## src/hw/cdral_regs.vh

```
`ifndef CDRAL_REGS_VH
`define CDRAL_REGS_VH

// ----------------------------------------------------------------
// Register offsets
// ----------------------------------------------------------------
`define CDRAL_ADDR_EDGE_BW      8'h10
`define CDRAL_ADDR_OFFS_SLEW    8'h13
`define CDRAL_ADDR_SPHASE       8'h14
`define CDRAL_ADDR_THRESH       8'h15
`define CDRAL_ADDR_FACTORY      8'h73

// ----------------------------------------------------------------
// Reset values
// ----------------------------------------------------------------
`define CDRAL_RST_EDGE_BW       8'h04
`define CDRAL_RST_OFFS_SLEW     8'h12
`define CDRAL_RST_SPHASE        8'h00
`define CDRAL_RST_THRESH        8'h40

// ----------------------------------------------------------------
// Field positions
// ----------------------------------------------------------------
`define CDRAL_BW_MSB            2
`define CDRAL_BW_LSB            0
`define CDRAL_EDGE_MSB          4
`define CDRAL_EDGE_LSB          3
`define CDRAL_SLEW_MSB          1
`define CDRAL_SLEW_LSB          0
`define CDRAL_ADAPT_BIT         4
`define CDRAL_SPH_MSB           3
`define CDRAL_SPH_LSB           0
`define CDRAL_EXT_BIT           7
`define CDRAL_SLICE_MSB         6
`define CDRAL_SLICE_LSB         0

// ----------------------------------------------------------------
// Field encodings
// ----------------------------------------------------------------
`define CDRAL_EDGE_RISE         2'h1
`define CDRAL_EDGE_FALL         2'h2
`define CDRAL_SLICE_OFF_CODE    7'h00
`define CDRAL_SLICE_MID_CODE    7'h40
`define CDRAL_BW_OPEN           3'h0

// ----------------------------------------------------------------
// Frequency windows in ppm
// ----------------------------------------------------------------
`define CDRAL_UNLOCK_PPM        16'h03E8
`define CDRAL_LOCK_PPM          16'h00FA
`define CDRAL_NEAR_PPM          16'h1F40

`endif

```

## src/hw/cdral_acq_ctrl.v

```verilog
`timescale 1ns/1ps
`include "cdral_regs.vh"

module cdral_acq_ctrl #(
  parameter DCO_W  = 12,
  parameter DIV_W  = 4,
  parameter STEP_W = 4
) (
  input  wire             sys_clk_in,
  input  wire             nrst_in,
  input  wire             ce_in,
  input  wire [7:0]       reg_addr_in,
  input  wire [7:0]       reg_wdata_in,
  input  wire             reg_wr_in,
  input  wire             reg_rd_in,
  output reg  [7:0]       reg_rdata_out,
  input  wire [6:0]       factory_offset_in,
  input  wire             freq_valid_in,
  input  wire signed [15:0] freq_diff_ppm_in,
  input  wire             rate_fast_in,
  output reg              loss_of_lock_out,
  output reg              fll_en_out,
  output reg              pll_dll_en_out,
  output reg  [DCO_W-1:0] digital_oscillator_out,
  output reg  [DIV_W-1:0] div_exp_out,
  output reg              slice_en_out,
  output reg              slice_coarse_out,
  output reg  [6:0]       slice_level_out,
  output reg              adaptive_offset_en_out,
  output reg              edge_rise_only_out,
  output reg              edge_fall_only_out,
  output reg  [1:0]       dll_slew_out,
  output reg  [2:0]       dll_track_quarter_ui_out,
  output reg  [3:0]       sample_phase_out,
  output reg  [2:0]       jitter_transfer_bandwidth_out,
  output reg              loop_open_out
);

  // ----------------------------------------------------------------
  // State encoding
  // ----------------------------------------------------------------
  localparam [2:0] ST_START  = 3'h1;
  localparam [2:0] ST_SEARCH = 3'h2;
  localparam [2:0] ST_TRACK  = 3'h4;

  localparam [STEP_W-1:0] STEP_MAX = {STEP_W{1'b1}};
  localparam [DIV_W-1:0]  DIV_MAX  = {DIV_W{1'b1}};
  localparam [DCO_W-1:0]  DCO_TOP  = {DCO_W{1'b1}};

  // Magnitude of a signed ppm error, used by every window comparison.
  function [15:0] abs_ppm;
    input signed [15:0] v;
    begin
      abs_ppm = v[15] ? (~v + 16'h0001) : v;
    end
  endfunction

  // Oscillator increment for a step exponent, saturating at the top.
  // A step wider than the oscillator word would shift out to zero, so it
  // saturates as well; otherwise the first coarse steps would do nothing.
  function [DCO_W-1:0] dco_add;
    input [DCO_W-1:0]  cur;
    input [STEP_W-1:0] sexp;
    reg   [DCO_W:0]    sum;
    begin
      sum = {1'b0, cur} + ({{DCO_W{1'b0}}, 1'b1} << sexp);
      dco_add = (sum[DCO_W] || (sexp >= DCO_W)) ? DCO_TOP : sum[DCO_W-1:0];
    end
  endfunction

  // Oscillator back-off by one step; wraps rather than saturating at zero.
  function [DCO_W-1:0] dco_sub;
    input [DCO_W-1:0]  cur;
    input [STEP_W-1:0] sexp;
    reg   [DCO_W:0]    inc;
    begin
      inc     = {{DCO_W{1'b0}}, 1'b1} << sexp;
      dco_sub = cur - inc[DCO_W-1:0];
    end
  endfunction

  // ----------------------------------------------------------------
  // Configuration registers
  // ----------------------------------------------------------------
  reg [7:0] edge_bw_reg;
  reg [7:0] offs_slew_reg;
  reg [7:0] sphase_reg;
  reg [7:0] thresh_reg;

  wire wr_w;
  assign wr_w = ce_in & reg_wr_in;

  // Writes land at once and steer the loop on the next edge.
  always @(posedge sys_clk_in or negedge nrst_in) begin
    if (!nrst_in) begin
      edge_bw_reg   <= `CDRAL_RST_EDGE_BW;
      offs_slew_reg <= `CDRAL_RST_OFFS_SLEW;
      sphase_reg    <= `CDRAL_RST_SPHASE;
      thresh_reg    <= `CDRAL_RST_THRESH;
    end else if (wr_w) begin
      case (reg_addr_in)
        `CDRAL_ADDR_EDGE_BW:   edge_bw_reg   <= reg_wdata_in;
        `CDRAL_ADDR_OFFS_SLEW: offs_slew_reg <= reg_wdata_in;
        `CDRAL_ADDR_SPHASE:    sphase_reg    <= reg_wdata_in;
        `CDRAL_ADDR_THRESH:    thresh_reg    <= reg_wdata_in;
        default: begin
        end
      endcase
    end
  end

  // ----------------------------------------------------------------
  // Read path
  // ----------------------------------------------------------------
  // Unmapped offsets read zero. The factory offset has no write path.
  reg [7:0] rdata_next;
  always @* begin
    case (reg_addr_in)
      `CDRAL_ADDR_EDGE_BW:   rdata_next = edge_bw_reg;
      `CDRAL_ADDR_OFFS_SLEW: rdata_next = offs_slew_reg;
      `CDRAL_ADDR_SPHASE:    rdata_next = sphase_reg;
      `CDRAL_ADDR_THRESH:    rdata_next = thresh_reg;
      `CDRAL_ADDR_FACTORY:   rdata_next = {1'b0, factory_offset_in};
      default:               rdata_next = 8'h00;
    endcase
  end

  always @(posedge sys_clk_in or negedge nrst_in) begin
    if (!nrst_in) begin
      reg_rdata_out <= 8'h00;
    end else if (ce_in && reg_rd_in) begin
      reg_rdata_out <= rdata_next;
    end
  end

  // ----------------------------------------------------------------
  // Threshold offset decode
  // ----------------------------------------------------------------
  wire       slice_en_w;
  wire       slice_coarse_w;
  wire [6:0] slice_level_w;

  cdral_slice_map u_slice (
    .thresh_in        (thresh_reg),
    .slice_en_out     (slice_en_w),
    .slice_coarse_out (slice_coarse_w),
    .slice_level_out  (slice_level_w)
  );

  // ----------------------------------------------------------------
  // Loop settings
  // ----------------------------------------------------------------
  wire [1:0] edge_w;
  wire [1:0] slew_w;
  wire [2:0] bw_w;
  assign edge_w = edge_bw_reg[`CDRAL_EDGE_MSB:`CDRAL_EDGE_LSB];
  assign slew_w = offs_slew_reg[`CDRAL_SLEW_MSB:`CDRAL_SLEW_LSB];
  assign bw_w   = edge_bw_reg[`CDRAL_BW_MSB:`CDRAL_BW_LSB];

  always @(posedge sys_clk_in or negedge nrst_in) begin
    if (!nrst_in) begin
      slice_en_out                  <= 1'b1;
      slice_coarse_out              <= 1'b0;
      slice_level_out               <= 7'h00;
      adaptive_offset_en_out        <= 1'b1;
      edge_rise_only_out            <= 1'b0;
      edge_fall_only_out            <= 1'b0;
      dll_slew_out                  <= 2'h2;
      dll_track_quarter_ui_out      <= 3'h3;
      sample_phase_out              <= 4'h0;
      jitter_transfer_bandwidth_out <= 3'h4;
      loop_open_out                 <= 1'b0;
    end else if (ce_in) begin
      slice_en_out     <= slice_en_w;
      slice_coarse_out <= slice_coarse_w;
      slice_level_out  <= slice_level_w;
      // Manual offset only holds once software clears this enable.
      adaptive_offset_en_out <= offs_slew_reg[`CDRAL_ADAPT_BIT];
      edge_rise_only_out <= (edge_w == `CDRAL_EDGE_RISE);
      edge_fall_only_out <= (edge_w == `CDRAL_EDGE_FALL);
      dll_slew_out       <= slew_w;
      // Tracking amplitude expressed in quarters of a unit interval.
      dll_track_quarter_ui_out <= {1'b0, slew_w} + 3'h1;
      // Below the fast-rate range the phase shift is held at centre.
      sample_phase_out <= rate_fast_in ?
        sphase_reg[`CDRAL_SPH_MSB:`CDRAL_SPH_LSB] : 4'h0;
      jitter_transfer_bandwidth_out <= bw_w;
      // A zero field is flagged rather than fixed; the loop really opens.
      loop_open_out <= (bw_w == `CDRAL_BW_OPEN);
    end
  end

  // ----------------------------------------------------------------
  // Frequency acquisition
  // ----------------------------------------------------------------
  reg [2:0]        state_reg;
  reg [2:0]        state_next;
  reg [STEP_W-1:0] step_reg;
  reg [STEP_W-1:0] step_next;
  reg              moved_reg;
  reg              moved_next;
  reg [DCO_W-1:0]  dco_next;
  reg [DIV_W-1:0]  div_next;
  reg              lol_next;

  wire [15:0] err_w;
  wire        samp_fast_w;
  assign err_w       = abs_ppm(freq_diff_ppm_in);
  assign samp_fast_w = ~freq_diff_ppm_in[15];

  always @* begin
    state_next = state_reg;
    step_next  = step_reg;
    moved_next = moved_reg;
    dco_next   = digital_oscillator_out;
    div_next   = div_exp_out;
    lol_next   = loss_of_lock_out;
    case (state_reg)
      ST_START: begin
        dco_next   = {DCO_W{1'b0}};
        div_next   = {DIV_W{1'b0}};
        step_next  = STEP_MAX;
        moved_next = 1'b0;
        lol_next   = 1'b1;
        state_next = ST_SEARCH;
      end
      ST_SEARCH: begin
        if (freq_valid_in) begin
          if (err_w <= `CDRAL_LOCK_PPM) begin
            lol_next   = 1'b0;
            state_next = ST_TRACK;
          end else if (samp_fast_w && !moved_reg) begin
            // Still at the bottom of the octave: drop an octave.
            if (div_exp_out != DIV_MAX) begin
              div_next = div_exp_out + {{(DIV_W-1){1'b0}}, 1'b1};
            end
          end else if (samp_fast_w) begin
            // Overshoot after stepping up: back off and refine.
            dco_next = dco_sub(digital_oscillator_out, step_reg);
            if (step_reg != {STEP_W{1'b0}}) begin
              step_next = step_reg - {{(STEP_W-1){1'b0}}, 1'b1};
            end
          end else begin
            dco_next   = dco_add(digital_oscillator_out, step_reg);
            moved_next = 1'b1;
            // Close to the data rate the steps get smaller.
            if (err_w < `CDRAL_NEAR_PPM && step_reg != {STEP_W{1'b0}}) begin
              step_next = step_reg - {{(STEP_W-1){1'b0}}, 1'b1};
            end
          end
        end
      end
      ST_TRACK: begin
        if (freq_valid_in && err_w > `CDRAL_UNLOCK_PPM) begin
          lol_next   = 1'b1;
          state_next = ST_START;
        end
      end
      default: begin
        state_next = ST_START;
      end
    endcase
  end

  // The frequency loop runs only while the search is open.
  always @(posedge sys_clk_in or negedge nrst_in) begin
    if (!nrst_in) begin
      state_reg              <= ST_START;
      step_reg               <= STEP_MAX;
      moved_reg              <= 1'b0;
      digital_oscillator_out <= {DCO_W{1'b0}};
      div_exp_out            <= {DIV_W{1'b0}};
      loss_of_lock_out       <= 1'b1;
      fll_en_out             <= 1'b1;
      pll_dll_en_out         <= 1'b0;
    end else if (ce_in) begin
      state_reg              <= state_next;
      step_reg               <= step_next;
      moved_reg              <= moved_next;
      digital_oscillator_out <= dco_next;
      div_exp_out            <= div_next;
      loss_of_lock_out       <= lol_next;
      fll_en_out             <= lol_next;
      pll_dll_en_out         <= ~lol_next;
    end
  end

endmodule // cdral_acq_ctrl

```

## src/hw/cdral_slice_map.v

```verilog
`timescale 1ns/1ps
`include "cdral_regs.vh"

// ----------------------------------------------------------------
// Threshold offset decode
// ----------------------------------------------------------------
// Turns the threshold register into an enable, a step-size select and a
// signed level around mid code. Purely combinational; the caller registers.
module cdral_slice_map (
  input  wire [7:0] thresh_in,
  output wire       slice_en_out,
  output wire       slice_coarse_out,
  output wire [6:0] slice_level_out
);
  wire       ext_w;
  wire [6:0] code_w;

  assign ext_w  = thresh_in[`CDRAL_EXT_BIT];
  assign code_w = thresh_in[`CDRAL_SLICE_MSB:`CDRAL_SLICE_LSB];

  // Extended mode uses 1.6 mV per code instead of 0.24 mV.
  assign slice_coarse_out = ext_w;
  // Code 128 in extended mode switches the offset off.
  assign slice_en_out = ~(ext_w & (code_w == `CDRAL_SLICE_OFF_CODE));
  // 129 is the negative end, 192 zero, 255 the positive end.
  assign slice_level_out = code_w - `CDRAL_SLICE_MID_CODE;
endmodule // cdral_slice_map

```

## config.mk

```make
export PLATFORM = sky130hd
export DESIGN_NAME = cdral_acq_ctrl
export DESIGN_NICKNAME = d
export VERILOG_FILES = /design/src/hw/cdral_acq_ctrl.v /design/src/hw/cdral_slice_map.v
export VERILOG_INCLUDE_DIRS = /design/src /design/src/hw
export SDC_FILE = /design/constraint.sdc
export NUM_CORES = 1
export LEC_CHECK = 0
export BUFFER_PORTS_ARGS = -buffer_cell sky130_fd_sc_hd__buf_4
export CAP_MARGIN = 15
export CORE_MARGIN = 2
export CORE_UTILIZATION = 55
export DETAILED_ROUTE_END_ITERATION = 7
export PLACE_DENSITY = 0.78
export RECOVER_POWER = 50
export SLEW_MARGIN = 20
export SYNTH_ARGS = -nofsm -noshare
export SYNTH_HDL_FRONTEND = slang
export SYNTH_SLANG_ARGS = --single-unit
```

## constraint.sdc

```tcl
create_clock -name sys_clk_in -period 6.2 [get_ports sys_clk_in]
set_input_delay 0.62 -clock sys_clk_in [delete_from_list [all_inputs] [get_ports sys_clk_in]]
set_output_delay 0.62 -clock sys_clk_in [all_outputs]
set_load 0.03 [all_outputs]
```

Word-level counts from Yosys, hierarchy flattened --
Index checks and enable logic that the tools add are counted.
Word-level totals: register bits 91, input bits 46, output and inout bits 52
Cells by class: $add $sub $neg 7, $lt $le $gt $ge 4, eq/ne operators 21, shift operators 1, muxes and demuxes 34, bitwise gates (word level) 6, reduce and logical (&&, ||, !) cells 19
Operators with widths (number):
- 12-bit 2-to-1 mux | 5
- 4-bit 2-to-1 mux | 11
- 8-bit one-hot mux with 5 select lines | 1
- 8-bit by 5-bit equality test with 1-bit output (second input constant) | 4
- 12-bit one-hot mux with 2 select lines | 1
- 16-bit by 1-bit adder with 16-bit output (second input constant) | 1
- 16-bit by 10-bit greater-than comparator with 1-bit output (second input constant) | 1
- 16-bit by 8-bit less-or-equal comparator with 1-bit output (second input constant) | 1
- 16-bit by 13-bit less-than comparator with 1-bit output (second input constant) | 1
- 16-bit 2-to-1 mux | 1
- 2-bit != test (second input constant) | 8
- 16-bit inverter | 1
- 4-bit one-hot mux with 2 select lines | 2
- 12-bit by 13-bit adder with 13-bit output | 1
- 1-bit by 4-bit left shift with 13-bit output (first input constant) | 1
- 6-bit AND reduction | 2
- 12-bit subtractor | 1
- 3-bit 2-to-1 mux | 3
- 3-bit one-hot mux with 3 select lines | 1
- 8-bit by 7-bit equality test with 1-bit output (second input constant) | 1
- 2-bit AND reduction | 4
- 7-bit logical NOT | 1
- 1-bit 2-to-1 mux | 7
- 7-bit AND reduction | 1
- other kinds (24) | 31

Depth between registers and ports, before layout --
Gate-level depths: netlist (run 1).
depth after elaboration 11, mapped depth 14, gate-level depth less buffers 14

By module --
Synthesis (run 1) repeated with hierarchy kept, for this count alone.
Unflattened totals: cell total of the unflattened synthesis 656, area total of the unflattened synthesis 6164.7 µm²
By module, submodules not included:
- cdral_acq_ctrl | instances 1, cells an instance 645, area each 6092.1 µm², seq. area each 2297.2 µm²
- cdral_slice_map | instances 1, cells an instance 11, area each 72.6 µm², seq. area each 0.0 µm²

Worst setup path before layout (run 1) --
No wires, ideal clock.
kind reg-to-reg, from register step_reg[0], to register digital_oscillator_out[2], library setup time 83 ps, arrival time 3231 ps, slack 2887 ps, cell stages (with the launch flop) 12, path buffers 0, clock period less this slack 3313 ps, path through dfstp_2 ha_1 or3b_2 fa_1 or2_2 a221oi_1 o211ai_1 a21oi_1 o21ai_0 and2_1 a31o_2 o21ai_0
On the way: word-level cells in the longest chain between the ends 9, elaborated cells on any way between the ends 11
RTL lines:
- start: declaration | line cdral_acq_ctrl.v:198 | reg [STEP_W-1:0] step_reg;
- start signal: assignment | line cdral_acq_ctrl.v:278 | step_reg <= step_next;
- 1-bit by 4-bit left shift with 13-bit output | line cdral_acq_ctrl.v:66 | sum = {1'b0, cur} + ({{DCO_W{1'b0}}, 1'b1} << sexp);
- 12-bit by 13-bit adder with 13-bit output | line cdral_acq_ctrl.v:66
- 1-bit logical OR | line cdral_acq_ctrl.v:67 | dco_add = (sum[DCO_W] || (sexp >= DCO_W)) ? DCO_TOP : sum[DCO_W-1:0];
- 12-bit 2-to-1 mux | line cdral_acq_ctrl.v:67
- 12-bit 2-to-1 mux * | line cdral_acq_ctrl.v:237 | end else if (samp_fast_w) begin
- 12-bit 2-to-1 mux * | line cdral_acq_ctrl.v:232 | end else if (samp_fast_w && !moved_reg) begin
- 12-bit 2-to-1 mux * | line cdral_acq_ctrl.v:229 | if (err_w <= `CDRAL_LOCK_PPM) begin
- 12-bit 2-to-1 mux * | line cdral_acq_ctrl.v:228 | if (freq_valid_in) begin
- 12-bit one-hot mux with 2 select lines * | line cdral_acq_ctrl.v:218 | case (state_reg)
- end signal: assignment | line cdral_acq_ctrl.v:271 | digital_oscillator_out <= {DCO_W{1'b0}};
- end signal: assignment | line cdral_acq_ctrl.v:280 | digital_oscillator_out <= dco_next;
- end: declaration | line cdral_acq_ctrl.v:24 | output reg [DCO_W-1:0] digital_oscillator_out,
Every way passes the cells marked *; elsewhere a longest branch is shown, timed or not. The select of a mux whose other input is x is not followed. A chain may end at the register's enable or synchronous reset.

Worst setup path in the final report (run 1) --
Ends and elaborated chain as after synthesis.

==> results.toml, run 1 <==
[pwr]
leakage_nw = 3.33
power_mw = 1.91
p_per_area_nw_per_um2 = 272
peakVddDrop_mv = 0.189

[sta]
slew_violations = 42
finalHoldViolations = 0
setup_viol = 0
timing.fmax_mhz = 262
rsz0062_at_grt = "false"
finalClockSkew_ns = 0.00654
fin_crit_ns = 3.82
fin_tns_setup_ns = 0
setup_ws_ns = 2.38
final.period_utilization_pct = 61.6
worst_pin_slew_ns = 1.82
whs_ns = 0.203
relSlewSlack_pct = -21.5

[layout]
drive_gt1_share_pct = 27.1
utilization_pct = 64.9
final_cells = 866
diodes = 0
nets = 800
largest_reg_flops = 12
syn2layout_area_growth_pct = 15.5
regMostFlops = "digital_oscillator_out"
final_area_sq_um = 7040

[worst_setup_path]
crit_type = "flop to flop"
crit_fanout = 6
cp.arrival_ns = 4.10
cp.required_ns = 6.48
crit_path_start_kind = "flop"
crit_path_end_kind = "flop"

[grt]
grt_max_degree = 84
antenna_found_initial = 0
grt_pass1_vias = 5246
gr-total-overflow = 0
grt_usage_pct = 27.1
grt_pass1_wl_microns = 25500

[synth]
ys_seq_area_share_pct = 37.7
synth_most_common_cell = "dfrtp_1"
synth_xor_area_share_pct = 2.30
synthAdderAreaFrac_pct = 7.02
syn_inst = 645
synth_compound_area_share_pct = 17.7
synth_top_family_by_area = "simple AND/OR/NAND/NOR gates"
synthMuxAreaShare_pct = 11.1
yosys.area_share.simple_pct = 19.2
synth_nets = 724
synthTopCellsByCount = "75 x dfrtp_1, 50 x o21ai_0, 48 x mux2_2, 48 x nand2_1, 45 x nor2_1"
synth_cell_types = 78
ys_seq_elements = 91
synth_largest_area_cell = "dfrtp_1"
syn_avg_cell_area_sq_um = 9.45
syn-cell-area_sq_um = 6090
synth_area_leaders = "dfrtp_1 31%, mux2_2 8.9%, dfstp_2 6.9%"
synth_top_area_share_pct = 30.8
synth_edf_count = 0
postSynth.asyncResetShare_pct = 100
synth_ff_type = "dfrtp_1"
synth_warnings = 0

[route]
vias = 5317
wl_per_cell_microns = 17.6
route.detailed.drc = 0
avgViaCountPerCell = 6.14
drt_wl_total_microns = 15300
drtIter0Drc = 508
first_pass_iters = 7
postRouteAntennaNets = 0

[clocking]
worstSkewPairLatency_ns = 0.36
cts_setup_buffers = 0
cts_root_buf = "clkbuf_8"
cts_max_path_buffers = 2
cts.htree.levels = 3
cts_resized = 0
cts.sinks = 91
cts_inserted_buffers = 9
clkTransAtPathRegs_ns = 0.10
cts.hold.buffers_added = 0
tritoncts = "yes"

[die]
core_sq_um = 10800
rows = 38
dieWidth_microns = 109
io_pins = 98
start_util_pct = 56.2
die_y_microns = 109
die_area_sq_um = 11900

[run_status]
outcome = "finished, violations left"
failed_checks = "max-capacitance violations, max-slew violations"

[placement]
place_hpwl_microns = 11300
portBuffers = 97
dp.cells = 850
post-place-ws_ns = 2.23
placed_cell_area_sq_um = 6850
gp_congestion = 0.935

[hold_path]
hold_class = "input pin to asynchronous set/reset pin"

[job]
cap_violations = 1
## worst max-delay path, cell delays in order (launching register included)
cell	delay, ns
dfstp_2	0.59
ha_1	0.22
or3b_2	0.53
fa_1	0.43
or2_2	0.31
a221oi_1	0.46
o211ai_1	0.25
a21oi_1	0.18
o21ai_0	0.13
and2_1	0.24
a31o_2	0.25
o21ai_0	0.14
## per-layer routing
layer  track usage (%)  part of all wire (%)  routed length (microns)
met3              4.84                   5.7                      870
met1              35.1                    43                     6580
met4              9.76                   1.7                      261
met2              45.6                    49                     7540
met5                 0                     0                        0
## where the power goes
group / leakage (nW) / internal [mW] / switching (mW)
registers: 1.20 / 0.650 / 0.0650
clock network: 0.0969 / 0.173 / 0.231
logic: 2.03 / 0.329 / 0.466
## final timing paths
path / cells after the start / to / start / slack, ns
setup / recovery: 11 / digital_oscillator_out[2]$_DFFE_PN0P_ / step_reg[0]$_DFFE_PN1P_ / 2.38
hold / removal: 1 / digital_oscillator_out[9]$_DFFE_PN0P_ / nrst_in / 0.20
setup reg to reg: 11 / digital_oscillator_out[2]$_DFFE_PN0P_ / step_reg[0]$_DFFE_PN1P_ / 2.38
hold reg to reg: 2 / dll_track_quarter_ui_out[0]$_DFFE_PN1P_ / dll_track_quarter_ui_out[0]$_DFFE_PN1P_ / 0.50
max in group asynchronous: 2 / sphase_reg[3]$_DFFE_PN0P_ / nrst_in / 4.89
min in group sys_clk_in: 2 / dll_track_quarter_ui_out[0]$_DFFE_PN1P_ / dll_track_quarter_ui_out[0]$_DFFE_PN1P_ / 0.50
## cell usage in the layout, fill, tap and decap left out, types with 4 or more instances in the layout
master	synthesis	routed
nor2b_1	11	11
a21oi_1	24	24
nand2b_1	10	10
o31ai_1	6	6
nand3_1	23	23
mux2i_1	12	12
nor3_1	12	12
and2_1	4	4
or3_1	7	7
a222oi_1	7	7
and3_1	8	8
dfstp_2	16	16
nor2_1	45	45
inv_1	37	37
a31oi_1	8	8
dfrtp_1	75	75
o211ai_1	5	5
buf_4	2	95
a211oi_1	6	6
xor2_1	5	5
nand2_1	48	48
nor4_1	9	8
nand4_1	5	5
clkbuf_8	0	11
nor3b_1	4	4
xnor2_1	11	11
mux2_2	48	48
a21o_1	6	6
o41ai_1	4	4
or2_2	4	4
ha_1	31	31
o21ai_0	50	50
## logic make-up after synthesis
| kind of cell | Yosys count |
|---|---|
| DFF | 91 |
| adders and majority gates | 33 |
| AOI/OAI and AO/OA | 160 |
| buffers and inverters | 72 |
| muxes | 61 |
| and+or+nand+nor | 212 |
| xor gates and xnor gates | 16 |
## area by class of cell
cell class	count	area [sq um]
Sequential cell	91	2300
Clock buffer	11	151
Clock inverter	5	42.5
Timing Repair Buffer	99	736
Tap cell	140	175
Multi-Input combinational cell	482	3500
Fill cell	884	3800
Inverter	38	143
Power figures use the tool's default switching activity.
==> inputs of run 2 (changes only) <==
Settings changed: CORE_UTILIZATION 55 to 52, PLACE_DENSITY 0.78 to 0.77.
Clock period 6.2 ns to 3.4 ns, I/O delays scaled along.
==> run 2 against run 1 <==
The flow still finishes with violations (max-capacitance violations, max-slew violations); highest routed layer unchanged; first-iteration DRC count up 13%; clock power up 130%; combinational power up 100%; largest cell class unchanged.
==> results.toml, run 2 (synthesis gave the netlist of run 1 again) <==
[clocking]
worstSkewPairLatency_ns = 0.34
cts.htree.levels = 3
tritoncts = "yes"
cts_root_buf = "clkbuf_16"
cts_inserted_buffers = 9
clkTransAtPathRegs_ns = 0.06
cts.sinks = 91
cts_max_path_buffers = 2

[worst_setup_path]
critPathMaxStageDelay_ns = 0.56
critical-path-top-delay-family = "compound AO/OA/AOI/OAI gates"
crit_fanout = 4
path_buf_inv = 2
cp.arrival_ns = 3.51
worst_path_most_repeated_cell = "a21oi_1"
worstPathCellList = "ha_1 -> or3b_4 -> buf_4 -> ha_1 -> nand2b_1 -> a21oi_1 -> o211ai_1 -> a21oi_1 -> a2111oi_0 -> buf_4 -> a21oi_1 -> mux2i_1 -> a32o_1"
reg2reg_from = "step_reg[0]$_DFFE_PN1P_"
crit_path_end_kind = "flop"
crit_type = "flop to flop"
crit_path_start_kind = "flop"
worstSetupStartpoint = "step_reg[0]$_DFFE_PN1P_"
cp.required_ns = 3.63
cp_slowest_cell = "dfstp_2"

[grt]
grt_usage_pct = 26.0
grt_pass1_wl_microns = 26500
grt_max_degree = 44
gr-total-overflow = 0
antenna_found_initial = 0
grt_pass1_vias = 5352

[layout]
diodes = 0
seq_area_sq_um = 2300
n_fill_cell = 971
regMostFlops = "digital_oscillator_out"
syn2layout_area_growth_pct = 19.3
drive_gt1_share_pct = 25.5
mostFrequentLayoutCell = "buf_4"
final_cells = 904
nets = 835
utilization_pct = 63.7
largest_reg_flops = 12
multi_input_area_sq_um = 3540
final_area_sq_um = 7270
mostFrequentLayoutCells = "88 x buf_4, 75 x dfrtp_1, 48 x nand2_1, 48 x mux2_2, 48 x o21ai_0"

[pwr]
power_frac_clock_pct = 24.3
p_per_area_nw_per_um2 = 529
internal-power_mw = 2.42
p_sw_share_pct = 37.2
seq_power_share_pct = 34.0
netSwitchingPower_mw = 1.43
peakVddDrop_mv = 0.383
power_mw = 3.84
p_comb_share_pct = 41.7
leakage_nw = 3.38

[run_status]
failed_checks = "max-capacitance violations, max-slew violations"
outcome = "finished, violations left"

[route]
drtIter0Drc = 575
vias = 5510
avgViaCountPerCell = 6.10
route.detailed.drc = 0
first_pass_iters = 5
postRouteAntennaNets = 0
drt_wl_total_microns = 16300
wl_per_cell_microns = 18.0

[die]
start_util_pct = 53.4
rows = 39
core_sq_um = 11400
die_area_sq_um = 12600
dieWidth_microns = 112
io_pins = 98
die_y_microns = 112

[placement]
portBuffers = 97
dp.cells = 886
place_hpwl_microns = 12000
gp_congestion = 0.940
placed_cell_area_sq_um = 7100

[job]
cap_violations = 1

[sta]
timing.fmax_mhz = 304
whs_ns = 0.256
worst_pin_slew_ns = 2.12
setup_viol = 0
fin_crit_ns = 3.28
rsz0062_at_grt = "false"
final.period_utilization_pct = 96.6
finalClockSkew_ns = 0.00802
slew_violations = 38
finalHoldViolations = 0
relSlewSlack_pct = -41.3

[hold_path]
hold_class = "input pin to flop"
min_from = "reg_wdata_in[7]"
-- run 2: changes by cell type in the layout (fill, tap and decap cells not counted), moves of 2 or more --
cell / previous run / this run
clkbuf_8: 11 / 1
o21ai_0: 50 / 48
fa_2: 0 / 2
clkbuf_16: 0 / 9
clkbuf_1: 3 / 47
fa_1: 2 / 0
buf_4: 95 / 88
-- run 2: cell type report --
cell class	instances	share of cell area [%]
timing repair buffer	134	11.6
inverter	38	1.96
clock buffer	13	3.44
clock inverter	3	0.310
sequential	91	31.6
tap	143	2.46
multi-input combinational	482	48.6
-- run 2: per-layer routing --
metal,track usage [%],share of wire (%),up-vias
met5,0,0,-
met4,8.29,2.0,0
met3,6.75,6.8,32
met2,43.5,51,227
met1,33.3,40,2676
li1,-,-,2575
-- run 2: power by group through the flow --
stage / combinational, mW / sequential [mW] / clock, mW
finish: 1.60 / 1.31 / 0.933
global route: 1.74 / 1.32 / 1.00
floorplan: 0.930 / 1.42 / 0
CTS: 1.60 / 1.31 / 0.958
global placement: 1.54 / 1.32 / 0
detailed placement: 1.57 / 1.32 / 0
-- run 2: worst paths after layout --
kind                                                               end  slack (ns)  cells after the start
worst max-delay path            digital_oscillator_out[11]$_DFFE_PN0P_        0.12                     13
worst min-delay path                        edge_bw_reg[7]$_DFFE_PN0P_        0.26                      2
worst max register to register  digital_oscillator_out[11]$_DFFE_PN0P_        0.12                     13
worst min register to register            reg_rdata_out[5]$_DFFE_PN0P_        0.49                      2
max in group asynchronous                    sphase_reg[1]$_DFFE_PN0P_        0.67                      3
min in group asynchronous        digital_oscillator_out[9]$_DFFE_PN0P_        1.15                      2
-- run 2: what timing repair did --
action,4_1_cts,5_1_grt
cloned,0,0
buffers inserted,0,1
hold buffers,1,0
endpoints found under the hold margin,26,0
pin swaps,0,5
endpoints found under the setup margin,10,12
resized for setup,8,6
-- run 2: worst register-to-register path, cell delays in order, from the launching register on --
cell,delay (ns)
dfstp_2,0.56
ha_1,0.17
or3b_4,0.40
buf_4,0.16
ha_1,0.29
nand2b_1,0.10
a21oi_1,0.09
o211ai_1,0.24
a21oi_1,0.11
a2111oi_0,0.42
buf_4,0.20
a21oi_1,0.07
mux2i_1,0.12
a32o_1,0.26
-- run 2: metrics by stage --
| stage | TNS [ns] | setup WS (ns) |
|---|---|---|
| 2_1_floorplan | 0 | 0.0865 |
| 3_3_place_gp | -0.0235 | -0.0122 |
| 3_5_place_dp | -1.05 | -0.158 |
| 4_1_cts | 0 | 0.00622 |
| 5_1_grt | 0 | 0.00488 |
| 6_report | 0 | 0.115 |
